File: src/hw/touch_batch_delay_consts.svh
// Purpose: Offsets, field positions, reset values and timing counts of the batch delay scheduler.
// Assumes: Included by the package only; every other file reaches it through the package.
// Notes: Offsets are register indices; the byte address is four times the index.
`ifndef TOUCH_BATCH_DELAY_CONSTS_SVH
`define TOUCH_BATCH_DELAY_CONSTS_SVH

// ----------------------------------------
// Register map
// ----------------------------------------
`define BD_ADDR_W 8
`define BD_IDX_CFG 8'h0d
`define BD_IDX_CTL 8'h10
`define BD_IDX_STAT 8'h11
`define BD_CFG_RESET 16'h0000
`define BD_SEL_LSB 0
`define BD_SEL_MSB 2
`define BD_CTL_FUNC_MSB 3
`define BD_CTL_PSM_BIT 4
`define BD_CTL_STOP_BIT 5
`define BD_FUNC_RESET 4'hf
`define BD_FUNC_XYZ 4'h0
`define BD_FUNC_XY 4'h1
`define BD_RESP_OKAY 2'h0
`define BD_RESP_SLVERR 2'h2

// ----------------------------------------
// Timing
// ----------------------------------------
`define BD_CLK_PERIOD_NS 50
`define BD_MS_NS 1000000
`define BD_CYC_PER_MS (`BD_MS_NS / `BD_CLK_PERIOD_NS)
`define BD_DLY_1 7'h01
`define BD_DLY_2 7'h02
`define BD_DLY_3 7'h04
`define BD_DLY_4 7'h0a
`define BD_DLY_5 7'h14
`define BD_DLY_6 7'h28
`define BD_DLY_7 7'h64

`endif

File: src/hw/touch_batch_delay_pkg.sv
// Purpose: Types and shared decode functions of the batch delay scheduler.
// Assumes: The constants header sits beside this file.
// Notes: Bus carriers keep the published AXI4-Lite signal names as fields.
package touch_batch_delay_pkg;
    `include "touch_batch_delay_consts.svh"

    // Scheduler states, Gray coded along idle, run, wait.
    typedef enum logic [1:0] {
        ST_IDLE = 2'b00,
        ST_RUN = 2'b01,
        ST_WAIT = 2'b11
    } sched_state_e;

    // Master to slave signals.
    typedef struct packed {
        logic awvalid;
        logic [`BD_ADDR_W-1:0] awaddr;
        logic wvalid;
        logic [31:0] wdata;
        logic [3:0] wstrb;
        logic bready;
        logic arvalid;
        logic [`BD_ADDR_W-1:0] araddr;
        logic rready;
    } axi_req_s;

    // Slave to master signals.
    typedef struct packed {
        logic awready;
        logic wready;
        logic bvalid;
        logic [1:0] bresp;
        logic arready;
        logic rvalid;
        logic [31:0] rdata;
        logic [1:0] rresp;
    } axi_rsp_s;

    // Delay in milliseconds for a select code; zero means no delay.
    function automatic logic [6:0] ms_of_sel(input logic [2:0] sel);
        case (sel)
            3'h1: ms_of_sel = `BD_DLY_1;
            3'h2: ms_of_sel = `BD_DLY_2;
            3'h3: ms_of_sel = `BD_DLY_3;
            3'h4: ms_of_sel = `BD_DLY_4;
            3'h5: ms_of_sel = `BD_DLY_5;
            3'h6: ms_of_sel = `BD_DLY_6;
            3'h7: ms_of_sel = `BD_DLY_7;
            default: ms_of_sel = 7'h00;
        endcase
    endfunction

    // True for the two scan codes that the scheduler paces.
    function automatic logic is_scan_code(input logic [3:0] code);
        is_scan_code = (code == `BD_FUNC_XYZ) || (code == `BD_FUNC_XY);
    endfunction
endpackage

File: src/hw/batch_delay_timer.sv
// Purpose: Millisecond batch delay timer, restarted at each sample set start.
// Assumes: Start is a one-cycle strobe on I_CLK.
// Notes: A zero select leaves the timer expired, so pacing falls to processing time.
`timescale 1ns/1ps
`default_nettype none
module batch_delay_timer #(
    parameter logic [15:0] CYC_PER_MS = 16'(`BD_CYC_PER_MS) // Clock cycles per millisecond.
) (
    input wire logic I_CLK, // System clock.
    input wire logic I_RESET, // Synchronous reset, active high.
    input wire logic i_start, // Load the delay and begin counting.
    input wire logic [2:0] i_sel, // Batch delay select code.
    output logic o_expired // High from the last cycle of the delay onward.
);
    import touch_batch_delay_pkg::*;

    logic [6:0] ms_left_ff; // Whole milliseconds still to run.
    logic [15:0] pre_ff; // Cycles left in the current millisecond.
    wire pre_zero = (pre_ff == 16'h0000);

    // Expiry shows in the delay's last cycle, so a restart lands exactly on the delay boundary.
    assign o_expired = (ms_left_ff == 7'h00) || (ms_left_ff == 7'h01 && pre_zero);

    // ----------------------------------------
    // Countdown
    // ----------------------------------------
    // A restart wins over the countdown, so the delay begins at each new sample set.
    always_ff @(posedge I_CLK) begin
        if (I_RESET) begin
            ms_left_ff <= 7'h00;
            pre_ff <= 16'h0000;
        end else if (i_start) begin
            ms_left_ff <= ms_of_sel(i_sel);
            pre_ff <= CYC_PER_MS - 16'h0001;
        end else if (!o_expired) begin
            pre_ff <= pre_zero ? CYC_PER_MS - 16'h0001 : pre_ff - 16'h0001;
            ms_left_ff <= pre_zero ? ms_left_ff - 7'h01 : ms_left_ff;
        end
    end

    property p_load;
        @(posedge I_CLK) disable iff (I_RESET)
        i_start |=> (ms_left_ff == ms_of_sel($past(i_sel)));
    endproperty
    a_load: assert property (p_load) else $error("Timer did not load the selected delay.");
endmodule
`default_nettype wire

File: src/hw/touch_batch_delay_scheduler.sv
// Purpose: Batch delay scheduler of a resistive touch controller, with an AXI4-Lite register slave.
// Assumes: I_SET_DONE comes from the converter sequencer on I_CLK; I_PEN_TOUCH is an outside pin.
// Notes: One write and one read may be in flight; unmapped addresses answer SLVERR.
//
// Decided for this implementation: the register addresses and the AXI4-Lite interface to the registers.
`timescale 1ns/1ps
`default_nettype none

// What this block does
// - Low three config bits select batch delay.
// - Nonzero delay paces sets by internal timer.
// - Mode bit one plus scan code: device-started.
// - Device mode: pen touch starts scan and timer.
// - Finished set waits until delay expires.
// - Expiry with pen resumes set, restarts timer.
// - Selected delay sets throughput while touched.
// - Longer processing time paces instead of delay.
// - Mode bit zero plus scan code: host-started.
// - Host scan runs while first touch lasts.
// - Codes map to 0,1,2,4,10,20,40,100 ms.
// - Repeat until pen lifts, stop, or reset.
module touch_batch_delay_scheduler
    import touch_batch_delay_pkg::*;
#(
    parameter logic [15:0] CYC_PER_MS = 16'(`BD_CYC_PER_MS) // Cycles per millisecond.
) (
    input wire logic I_CLK, // System clock, 20 MHz.
    input wire logic I_RESET, // Synchronous reset, active high.
    input wire touch_batch_delay_pkg::axi_req_s I_AXI, // AXI4-Lite master signals.
    output touch_batch_delay_pkg::axi_rsp_s O_AXI, // AXI4-Lite slave signals.
    input wire logic I_PEN_TOUCH, // Pen touch detect pin, high when touched.
    input wire logic I_SET_DONE, // Strobe: one processed sample set finished.
    output logic O_SET_START, // Strobe: begin one sample set.
    output logic O_SCAN_ACTIVE, // A paced scan is under way.
    output logic O_WAITING // Scan holds for the batch delay.
);
    import touch_batch_delay_pkg::*;

    // ----------------------------------------
    // Pen touch synchroniser
    // ----------------------------------------
    logic pen_meta_ff; // First stage, read only by the second.
    logic pen_ff; // Synchronised pen touch level.

    // Two flops keep the pin's metastability away from the scheduler.
    always_ff @(posedge I_CLK) begin
        if (I_RESET) begin
            pen_meta_ff <= 1'b0;
            pen_ff <= 1'b0;
        end else begin
            pen_meta_ff <= I_PEN_TOUCH;
            pen_ff <= pen_meta_ff;
        end
    end

    // ----------------------------------------
    // Register write channel
    // ----------------------------------------
    logic aw_held_ff; // Write address captured.
    logic [`BD_ADDR_W-1:0] aw_addr_ff; // Captured write address.
    logic w_held_ff; // Write data captured.
    logic [31:0] w_data_ff; // Captured write data.
    logic [3:0] w_strb_ff; // Captured byte enables.
    logic bvalid_ff; // Write response pending.
    logic [1:0] bresp_ff; // Write response code.

    // Address and data are taken independently and joined before the write.
    wire aw_ready = !aw_held_ff && !bvalid_ff;
    wire w_ready = !w_held_ff && !bvalid_ff;
    wire aw_take = I_AXI.awvalid && aw_ready;
    wire w_take = I_AXI.wvalid && w_ready;
    wire do_write = aw_held_ff && w_held_ff && !bvalid_ff;
    wire [7:0] w_idx = {2'b00, aw_addr_ff[7:2]};
    wire w_lane0 = w_strb_ff[0];
    wire cfg_wr = do_write && (w_idx == `BD_IDX_CFG) && w_lane0;
    wire ctl_wr = do_write && (w_idx == `BD_IDX_CTL) && w_lane0;
    wire w_mapped = (w_idx == `BD_IDX_CFG) || (w_idx == `BD_IDX_CTL);
    wire stop_req = ctl_wr && w_data_ff[`BD_CTL_STOP_BIT];

    // Holding registers and the write response.
    always_ff @(posedge I_CLK) begin
        if (I_RESET) begin
            aw_held_ff <= 1'b0;
            aw_addr_ff <= '0;
            w_held_ff <= 1'b0;
            w_data_ff <= 32'h0000_0000;
            w_strb_ff <= 4'h0;
            bvalid_ff <= 1'b0;
            bresp_ff <= `BD_RESP_OKAY;
        end else begin
            if (aw_take) begin
                aw_held_ff <= 1'b1;
                aw_addr_ff <= I_AXI.awaddr;
            end else if (do_write) begin
                aw_held_ff <= 1'b0;
            end
            if (w_take) begin
                w_held_ff <= 1'b1;
                w_data_ff <= I_AXI.wdata;
                w_strb_ff <= I_AXI.wstrb;
            end else if (do_write) begin
                w_held_ff <= 1'b0;
            end
            if (do_write) begin
                bvalid_ff <= 1'b1;
                bresp_ff <= w_mapped ? `BD_RESP_OKAY : `BD_RESP_SLVERR;
            end else if (I_AXI.bready) begin
                bvalid_ff <= 1'b0;
            end
        end
    end

    // ----------------------------------------
    // Configuration and control registers
    // ----------------------------------------
    logic [15:0] cfg_ff; // Batch delay configuration, reserved bits held zero.
    logic [3:0] func_ff; // Converter function field.
    logic psm_ff; // Pen scan mode select.
    logic engage_ff; // Host has engaged a scan not yet started.

    wire [2:0] batch_delay_select = cfg_ff[`BD_SEL_MSB:`BD_SEL_LSB];
    wire scan_code = is_scan_code(func_ff);
    wire dev_mode = psm_ff && scan_code;
    wire host_mode = !psm_ff && scan_code;
    // A write that carries the stop bit never engages, or the scan would restart at once.
    wire host_engage = ctl_wr && !stop_req && !w_data_ff[`BD_CTL_PSM_BIT] && is_scan_code(w_data_ff[3:0]);

    // Only the select bits are stored; the rest of the word stays zero.
    always_ff @(posedge I_CLK) begin
        if (I_RESET) begin
            cfg_ff <= `BD_CFG_RESET;
            func_ff <= `BD_FUNC_RESET;
            psm_ff <= 1'b0;
        end else begin
            if (cfg_wr) begin
                cfg_ff <= {13'h0000, w_data_ff[`BD_SEL_MSB:`BD_SEL_LSB]};
            end
            if (ctl_wr) begin
                func_ff <= w_data_ff[`BD_CTL_FUNC_MSB:0];
                psm_ff <= w_data_ff[`BD_CTL_PSM_BIT];
            end
        end
    end

    // ----------------------------------------
    // Scheduler
    // ----------------------------------------
    sched_state_e state_ff; // Scheduler state.
    sched_state_e nxt_state; // Next scheduler state.
    logic nxt_set_start; // Begin a sample set this cycle.
    logic set_start_ff; // Registered start strobe.
    logic timer_expired; // Batch delay has run out.

    wire abort = stop_req || !pen_ff || !scan_code;
    wire dev_go = dev_mode && pen_ff;
    wire host_go = host_mode && engage_ff && pen_ff;

    // Engage request is kept until the scan starts or a stop; a new write wins.
    always_ff @(posedge I_CLK) begin
        if (I_RESET) begin
            engage_ff <= 1'b0;
        end else begin
            engage_ff <= host_engage || (engage_ff && !nxt_set_start && !stop_req);
        end
    end

    // The next set needs both the delay gone and the previous set finished.
    always_comb begin
        nxt_state = state_ff;
        nxt_set_start = 1'b0;
        case (state_ff)
            ST_IDLE: begin
                if (!stop_req && (dev_go || host_go)) begin
                    nxt_set_start = 1'b1;
                    nxt_state = ST_RUN;
                end
            end
            ST_RUN: begin
                if (abort) begin
                    nxt_state = ST_IDLE;
                end else if (I_SET_DONE && timer_expired) begin
                    nxt_set_start = 1'b1;
                end else if (I_SET_DONE) begin
                    nxt_state = ST_WAIT;
                end
            end
            ST_WAIT: begin
                if (abort) begin
                    nxt_state = ST_IDLE;
                end else if (timer_expired) begin
                    nxt_set_start = 1'b1;
                    nxt_state = ST_RUN;
                end
            end
            default: begin
                nxt_state = ST_IDLE;
            end
        endcase
    end

    // State and the start strobe register together.
    always_ff @(posedge I_CLK) begin
        if (I_RESET) begin
            state_ff <= ST_IDLE;
            set_start_ff <= 1'b0;
        end else begin
            state_ff <= nxt_state;
            set_start_ff <= nxt_set_start;
        end
    end

    // The timer restarts with every set, so throughput follows the select.
    batch_delay_timer #(
        .CYC_PER_MS(CYC_PER_MS)
    ) u_timer (
        .I_CLK(I_CLK),
        .I_RESET(I_RESET),
        .i_start(nxt_set_start),
        .i_sel(batch_delay_select),
        .o_expired(timer_expired)
    );

    assign O_SET_START = set_start_ff;
    assign O_SCAN_ACTIVE = (state_ff != ST_IDLE);
    assign O_WAITING = (state_ff == ST_WAIT);

    // ----------------------------------------
    // Register read channel
    // ----------------------------------------
    logic rvalid_ff; // Read data pending.
    logic [31:0] rdata_ff; // Read data.
    logic [1:0] rresp_ff; // Read response code.
    wire [7:0] r_idx = {2'b00, I_AXI.araddr[7:2]};
    wire ar_take = I_AXI.arvalid && !rvalid_ff;
    wire [31:0] stat_word = {26'h0, engage_ff, timer_expired, pen_ff, 1'b0, state_ff};
    wire [31:0] ctl_word = {27'h0, psm_ff, func_ff};
    wire r_cfg = (r_idx == `BD_IDX_CFG);
    wire r_ctl = (r_idx == `BD_IDX_CTL);
    wire r_stat = (r_idx == `BD_IDX_STAT);
    wire [31:0] r_word = r_cfg ? {16'h0000, cfg_ff} : r_ctl ? ctl_word : r_stat ? stat_word : 32'h0;
    wire r_mapped = r_cfg || r_ctl || r_stat;

    // Data is latched when the address is taken and held until rready.
    always_ff @(posedge I_CLK) begin
        if (I_RESET) begin
            rvalid_ff <= 1'b0;
            rdata_ff <= 32'h0000_0000;
            rresp_ff <= `BD_RESP_OKAY;
        end else if (ar_take) begin
            rvalid_ff <= 1'b1;
            rdata_ff <= r_word;
            rresp_ff <= r_mapped ? `BD_RESP_OKAY : `BD_RESP_SLVERR;
        end else if (I_AXI.rready) begin
            rvalid_ff <= 1'b0;
        end
    end

    assign O_AXI.awready = aw_ready;
    assign O_AXI.wready = w_ready;
    assign O_AXI.bvalid = bvalid_ff;
    assign O_AXI.bresp = bresp_ff;
    assign O_AXI.arready = !rvalid_ff;
    assign O_AXI.rvalid = rvalid_ff;
    assign O_AXI.rdata = rdata_ff;
    assign O_AXI.rresp = rresp_ff;

    // ----------------------------------------
    // Checks
    // ----------------------------------------
    property p_reserved_zero;
        @(posedge I_CLK) disable iff (I_RESET)
        cfg_ff[15:3] == 13'h0000;
    endproperty
    a_reserved_zero: assert property (p_reserved_zero) else $error("Reserved config bits not zero.");

    property p_dev_start;
        @(posedge I_CLK) disable iff (I_RESET)
        (state_ff == ST_IDLE && dev_mode && pen_ff && !stop_req) |=> (O_SET_START && state_ff == ST_RUN);
    endproperty
    a_dev_start: assert property (p_dev_start) else $error("Pen touch did not start a scan.");

    property p_host_hold;
        @(posedge I_CLK) disable iff (I_RESET)
        (state_ff == ST_IDLE && !psm_ff && !engage_ff) |=> !O_SET_START;
    endproperty
    a_host_hold: assert property (p_host_hold) else $error("Host mode started without engage.");

    property p_wait_entry;
        @(posedge I_CLK) disable iff (I_RESET)
        (state_ff == ST_RUN && I_SET_DONE && !timer_expired && !abort) |=> (state_ff == ST_WAIT && !O_SET_START);
    endproperty
    a_wait_entry: assert property (p_wait_entry) else $error("Set finished early did not wait.");

    property p_resume;
        @(posedge I_CLK) disable iff (I_RESET)
        (state_ff == ST_WAIT && timer_expired && !abort) |=> (O_SET_START && state_ff == ST_RUN);
    endproperty
    a_resume: assert property (p_resume) else $error("Expired delay did not resume.");

    property p_restart;
        @(posedge I_CLK) disable iff (I_RESET)
        (nxt_set_start && batch_delay_select != 3'h0) |=> !timer_expired;
    endproperty
    a_restart: assert property (p_restart) else $error("Delay timer not restarted.");

    property p_accrual;
        @(posedge I_CLK) disable iff (I_RESET)
        (state_ff == ST_RUN && I_SET_DONE && timer_expired && !abort) |=> O_SET_START;
    endproperty
    a_accrual: assert property (p_accrual) else $error("Late set not followed at once.");

    property p_pen_lift;
        @(posedge I_CLK) disable iff (I_RESET)
        (state_ff != ST_IDLE && !pen_ff) |=> (state_ff == ST_IDLE && !O_SET_START);
    endproperty
    a_pen_lift: assert property (p_pen_lift) else $error("Scan went on after pen lift.");

    property p_stop;
        @(posedge I_CLK) disable iff (I_RESET)
        stop_req |=> (state_ff == ST_IDLE) ##1 (state_ff == ST_IDLE || pen_ff);
    endproperty
    a_stop: assert property (p_stop) else $error("Stop did not end the scan.");

    property p_start_pen;
        @(posedge I_CLK) disable iff (I_RESET)
        O_SET_START |-> $past(pen_ff);
    endproperty
    a_start_pen: assert property (p_start_pen) else $error("Set started without pen touch.");
endmodule
`default_nettype wire

File: config.mk
export PLATFORM = sky130hd
export DESIGN_NAME = touch_batch_delay_scheduler
export DESIGN_NICKNAME = d
export VERILOG_FILES = /design/src/hw/touch_batch_delay_pkg.sv /design/src/hw/batch_delay_timer.sv /design/src/hw/touch_batch_delay_scheduler.sv
export VERILOG_INCLUDE_DIRS = /design/src /design/src/hw
export SDC_FILE = /design/constraint.sdc
export NUM_CORES = 1
export LEC_CHECK = 0
export BUFFER_PORTS_ARGS = -buffer_cell sky130_fd_sc_hd__buf_2
export CORE_UTILIZATION = 53
export CTS_BUF_LIST = sky130_fd_sc_hd__clkbuf_2
export DETAILED_ROUTE_END_ITERATION = 10
export PLACE_DENSITY_LB_ADDON = 0.12
export REMOVE_ABC_BUFFERS = 1
export SLEW_MARGIN = 20
export SYNTH_ARGS = -nofsm -noshare
export SYNTH_HDL_FRONTEND = slang
export SYNTH_SLANG_ARGS = --single-unit
File: constraint.sdc
create_clock -name I_CLK -period 2.37 [get_ports I_CLK]
set_input_delay 0.237 -clock I_CLK [delete_from_list [all_inputs] [get_ports I_CLK]]
set_output_delay 0.237 -clock I_CLK [all_outputs]
set_load 0.01 [all_outputs]
==> Word level (Yosys, flattened, before mapping) <==
Index checks and enable logic that the tools add are counted.
{ "op_classes": {"add_sub_neg": 2, "n_eq_ne": 22, "mux": 32, "reduce_logical": 59} }
{ "op_table": {"columns": ["operator", "n"], "rows": [
  ["$pmux 7 s7", 1],
  ["$mux 15", 2],
  ["$logic_and 1x1->1", 25],
  ["$mux 7", 3],
  ["$eq 6x5->1 const B", 3],
  ["$mux 6", 3],
  ["$logic_not 16->1", 1],
  ["$mux 16", 1],
  ["$mux 2", 8],
  ["$sub 16x1->16 const B", 1],
  ["$eq 3x3->1 const B", 4],
  ["$eq 6x4->1 const B", 2],
  ["$mux 1", 12],
  ["$reduce_bool 2->1", 6],
  ["$logic_not 1->1", 10],
  ["$logic_or 1x1->1", 10],
  ["$eq 4x1->1 const B", 2],
  ["$logic_not 4->1", 2],
  ["$eq 7x1->1 const B", 1],
  ["$logic_not 7->1", 1],
  ["$sub 7x1->7 const B", 1],
  ["$eq 3x2->1 const B", 2],
  ["$ne 3x3->1 const B", 2],
  ["$pmux 2 s3", 1],
  ["10 further kinds", 11]
]} }
{ "word_totals": {"register_bits": 92, "input_bits": 61, "output_inout_bits": 44, "elab_cells": 136} }

==> Depth between registers and ports, before layout <==
{ "logic_depth": {"depth_word": 13, "depth_mapped": 9, "ltp_nobuf": 8} }

==> Modules after synthesis <==
From an unflattened synthesis, not the netlist that was laid out.
{ "hier_totals": {"cells_unflattened": 376, "hier_area_um2": 3274.4} }
{ "modules_own_cells": {"columns": ["mod", "instances", "cells_per_inst", "area_per_inst_um2", "seq_area_each_um2"], "rows": [
  ["touch_batch_delay_scheduler", 1, 212, 1910.6, 780.7],
  ["batch_delay_timer", 1, 164, 1363.8, 460.4]
]} }

==> Worst setup path after synthesis <==
Ideal clock, no wire load.
{ "synth_path": {"path_type": "register -> register", "start": "register u_timer.pre_ff[0]", "end": "register engage_ff", "setup_ns": 0.128, "arrival_time_ns": 1.807, "required_time_ns": 2.242, "setup_slack_ns": 0.436, "stages_incl_launch_ff": 10, "path_buffers": 1, "period_less_slack_ns": 1.934, "cell_sequence": "dfxtp_1 -> inv_1 -> ha_1 -> nor3b_1 -> and4_1 -> nand4_1 -> a21o_1 -> buf_6 -> a31oi_1 -> nor2_1"} }
{ "synth_between": {"elab_chain_len": 11, "elab_cells_between_ends": 13, "cone_classes": "mux: 5; reduce/logical: 8"} }
{ "synth_rtl": {"columns": ["element", "line", "source"], "rows": [
  ["start, declared", "batch_delay_timer.sv:18", "logic [15:0] pre_ff;"],
  ["start signal, assigned", "batch_delay_timer.sv:34", "pre_ff <= CYC_PER_MS - 16'h0001;"],
  ["start signal, assigned", "batch_delay_timer.sv:36", "pre_ff <= pre_zero ? CYC_PER_MS - 16'h0001 : pre_ff - 16'h0001;"],
  ["$logic_not 16->1 *", "batch_delay_timer.sv:19", "wire pre_zero = (pre_ff == 16'h0000);"],
  ["$logic_and 1x1->1 *", "batch_delay_timer.sv:22", "assign o_expired = (ms_left_ff == 7'h00) || (ms_left_ff == 7'h01 && pre_zero);"],
  ["$logic_or 1x1->1 *", "batch_delay_timer.sv:22", null],
  ["$logic_and 1x1->1", "touch_batch_delay_scheduler.sv:181", "end else if (I_SET_DONE && timer_expired) begin"],
  ["$mux 1", "touch_batch_delay_scheduler.sv:181", null],
  ["$mux 1", "touch_batch_delay_scheduler.sv:179", "if (abort) begin"],
  ["$pmux 1 s3 *", "touch_batch_delay_scheduler.sv:171", "case (state_ff)"],
  ["$logic_not 1->1 *", "touch_batch_delay_scheduler.sv:163", "engage_ff <= host_engage || (engage_ff && !nxt_set_start && !stop_req);"],
  ["$logic_and 1x1->1 * (2 in series)", "touch_batch_delay_scheduler.sv:163", null],
  ["$logic_or 1x1->1 *", "touch_batch_delay_scheduler.sv:163", null],
  ["end signal, assigned", "touch_batch_delay_scheduler.sv:163", null],
  ["end, declared", "touch_batch_delay_scheduler.sv:119", "logic engage_ff;"]
]} }
Every way passes the cells marked *; elsewhere a longest branch is shown, timed or not.
A chain may end at the register's enable or synchronous reset.

==> Final worst setup path <==
{ "layout_path": {"start": "register u_timer.pre_ff[0]", "end": "register u_timer.pre_ff[13]"} }
{ "layout_between": {"elab_chain_len": 8, "elab_cells_between_ends": 12, "cone_classes": "add/sub: 1; mux: 6; reduce/logical: 5"} }
{ "layout_rtl": {"columns": ["element", "line"], "rows": [
  ["$logic_not 16->1", "batch_delay_timer.sv:19"],
  ["$logic_and 1x1->1", "batch_delay_timer.sv:22"],
  ["$logic_or 1x1->1", "batch_delay_timer.sv:22"],
  ["$logic_and 1x1->1", "touch_batch_delay_scheduler.sv:181"],
  ["$mux 1", "touch_batch_delay_scheduler.sv:181"],
  ["$mux 1", "touch_batch_delay_scheduler.sv:179"],
  ["$pmux 1 s3", "touch_batch_delay_scheduler.sv:171"],
  ["$reduce_or 2->1 (no source line)", null]
]} }
Parallel ways exist; a longest one is shown, timed or not.

==> impl_results.md <==
- Worst Path Buf+Inv: 1
- Critical Path Fanout Max: 10
- # Post-CTS Setup Buffers: 0
- Tcrit/Tclk final: roughly 90%
- Die ar.: roughly 6500 um2
- Switching pwr: 1.89 mW
- Crit Path Category: reg -> reg
- # rows: 28
- Synth Area per Inst: 9.06 um2
- Worst Max-Slew Pin Slew: 683 ps
- Port bufs: 43
- Slew HR: 54.5%
- Seq pwr share: a little under a third
- Gr ovfl total: 0
- First-pass GRT wire length: around 11000 um
- Die width: 80.6 um
- Max clock buf depth: 2
- H-tree levels: 3
- Via density: 5.27
- Final Hold Viols: 0
- Die height: 80.6 um
- Gr usage total: 22.2%
- Reg2Reg Setup Slack: 170 ps
- Commonest cells in the netlist: dfxtp_1 (62), nor2_1 (46), buf_4 (33)
- Routed WL per cell: 13.6 um
- First-pass DRT Iterations: 4
- Initial drt markers: approximately 150
- CP delay by family, top: simple AND/OR/NAND/NOR gates
- Clock root buffer: clkbuf_2
- Largest net degree at the start of global routing: 37
- Placer congestion estimate: 0.774
- Achievable Freq: 0.455 GHz
- WP data required: about 2700 ps
- P_int: 2.62 mW
- Vias in the first global route: 2389
- PD cells: about 1200 nW/um2
- Min Clock Period, post-route: 2200 ps
- Arrival time at the worst endpoint: 2570 ps
- Setup crit end kind: flip-flop
- Share of cells above drive strength 1: ~20%
- FF+latch area: 1240 um2
- Clock power share: 13.9%
- Startpoint types: flip-flop
- DP Wirelength: 4690 um
- Nets: ~490
- Initial antenna violation count: 0
- Synth Instances: 362
- Net Sw Frac: about two fifths
- Synth top area share: 37.9%
- Crit path cell chain: inv_1, ha_1, nor3b_1, and4_1, nand4_1, a21o_1, o21ai_4, nor3_1
- Final WL: between 6000 and 7000 um
- Cell taking the most area after synthesis: dfxtp_1
- Ys flop type: dfxtp_1
- Tot Pwr: 4.51 mW
- Core Area: about 6000 um2
- Max-slew violations: 0
- Max-cap violations: 0
- CP max stage delay: between 300 and 400 ps
- Skew-Pair Late Insertion Delay: 490 ps
- Top post-synthesis cells by area: dfxtp_1 (38%), buf_4 (7.6%), mux2i_1 (6.4%)
- CTS tree: built
- Yosys Warn Count: 0
- Max VDD drop: about 0.00095 V
- Post-Syn Area: 3280 um2
- Area occupied by multi-input gates: ~1800 um2
- Yosys reg bits: 62
- Slowest library cell on the worst path: a21o_1
- Register area share after synthesis: ~38%
- Fin Clk Skew: 23.6 ps
- CTS buffer count: 9
- Top Ports: 105
- Clk pin slew, worst setup/hold paths: between 150 and 200 ps
- CTS resizes: 0
- N_diodes: 0
- Sum Neg Setup Slack: 0 ps
- RSZ-0062 raised after global routing: false
- Min-Delay Path Class: in -> reg
- Synth unique cells: 55
- Lkg Pwr: 1.54 nW
- Post-route ant nets: 0
- Final setup viols: 0
- Layout area overhead: 13.1%
- Clock Sinks: 62
- Async set-reset flop share out of synthesis: 0%
- Overall via count from detail_route: around 2600
- Combinational share of power: 55.7%
- EDFF count, synth: 0
- Starting Density: a little under three fifths
- DRC: 0
- Status: finished clean
- Most numerous cell in the Yosys netlist: dfxtp_1
- Fill count: 534
[timing repair]
action / 4_1_cts / 5_1_grt
endpoints found under the hold margin: 16 / 0
hold buffers: 17 / 0
endpoints found under the setup margin: 0 / 0
[final timing paths]
path / startpoint / to / cells after the start
setup / recovery: u_timer.pre_ff[0] / u_timer.pre_ff[13] / 8
hold / removal: I_AXI[9] / rdata_ff[1] / 4
setup reg to reg: u_timer.pre_ff[0] / u_timer.pre_ff[13] / 8
hold reg to reg: rresp_ff[1] / rresp_ff[1] / 2
[area by class of cell]
cell class | instances | area share, %
clock buffer | 9 | 1.21
clock inverter | 7 | 1.72
inverter | 5 | 0.506
multi-input combinational | 274 | 48.8
sequential | 62 | 33.5
tap | 75 | 2.53
timing repair buffer | 67 | 11.8
[state kept, by name (all words and copies together) (netlist names), 2 cells and up]
signal              count
state_ff                2
w_data_ff               6
rdata_ff                6
aw_addr_ff              6
cfg_ff                  3
u_timer.pre_ff         16
u_timer.ms_left_ff      7
func_ff                 4
[cell usage in the layout, fill, tap and decap left out, types with 3 or more instances in the layout]
cell           instances
ha_1                   5
nand2_1               13
conb_1                28
a31oi_1                3
inv_1                  5
nor4_2                 4
dfxtp_1               62
nor4b_1                6
dlygate4sd3_1         17
a211oi_1               7
mux2i_1               21
a21oi_1               23
and3_1                 4
nand3_1                5
nand4b_1               5
a211o_1                4
nand4_1                4
xnor2_1               11
nor4_1                 4
buf_4                  7
nor2_1                46
clkbuf_2               9
o21ai_0                3
buf_2                 43
nand3b_1               6
and2_1                 5
nor3_1                19
nor2b_1                5
xor2_1                 6
[cells by family (layout without fill, tap and decap cells)]
kind of cell / after synthesis / after routing / synth area share, %
flops: 62 / 62 / 37.9
compound gates: 55 / 55 / 11.9
simple gates: 148 / 148 / 27.2
buf+inv: 53 / 88 / 10.1
xor+xnor: 17 / 17 / 4.54
mux: 21 / 21 / 6.41
other cells: 1 / 28 / 0.114
fa+ha+maj: 5 / 5 / 1.91
[layer usage]
layer  vias up  global-route usage (%)  wire, um
met4         0                    11.1        94
met5         -                       0         0
li1       1349                       -         -
met3         8                    4.09       333
met1      1208                    30.2      3410
met2        66                    33.5      2930
[tightest hold or removal path, delay by kind of cell]
kind	cells	cell delay (ps)
buf+inv	1	110
simple gates	3	320
[per-stage QoR]
stage | setup slack [ps] | instances | area (um2) | hold WS (ps) | util, %
floorplan | 435 | 341 | 3070 | 302 | -
global placement | 227 | 466 | 3430 | 427 | 57.6
detailed placement | 213 | 466 | 3430 | 434 | 57.6
CTS | 178 | 499 | 3710 | 195 | 62.3
global route | 2.98 | 499 | 3710 | 218 | 62.3
finish | 174 | 499 | 3710 | 217 | 62.3
[power groups by stage]
stage	logic (mW)	clock network [mW]	registers [mW]
6_report	2.51	0.628	1.37
4_1_cts	2.51	0.644	1.37
3_5_place_dp	2.47	0	1.39
3_3_place_gp	2.44	0	1.38
2_1_floorplan	1.98	0	1.36
5_1_grt	2.78	0.692	1.39
Power figures use the tool's default switching activity.
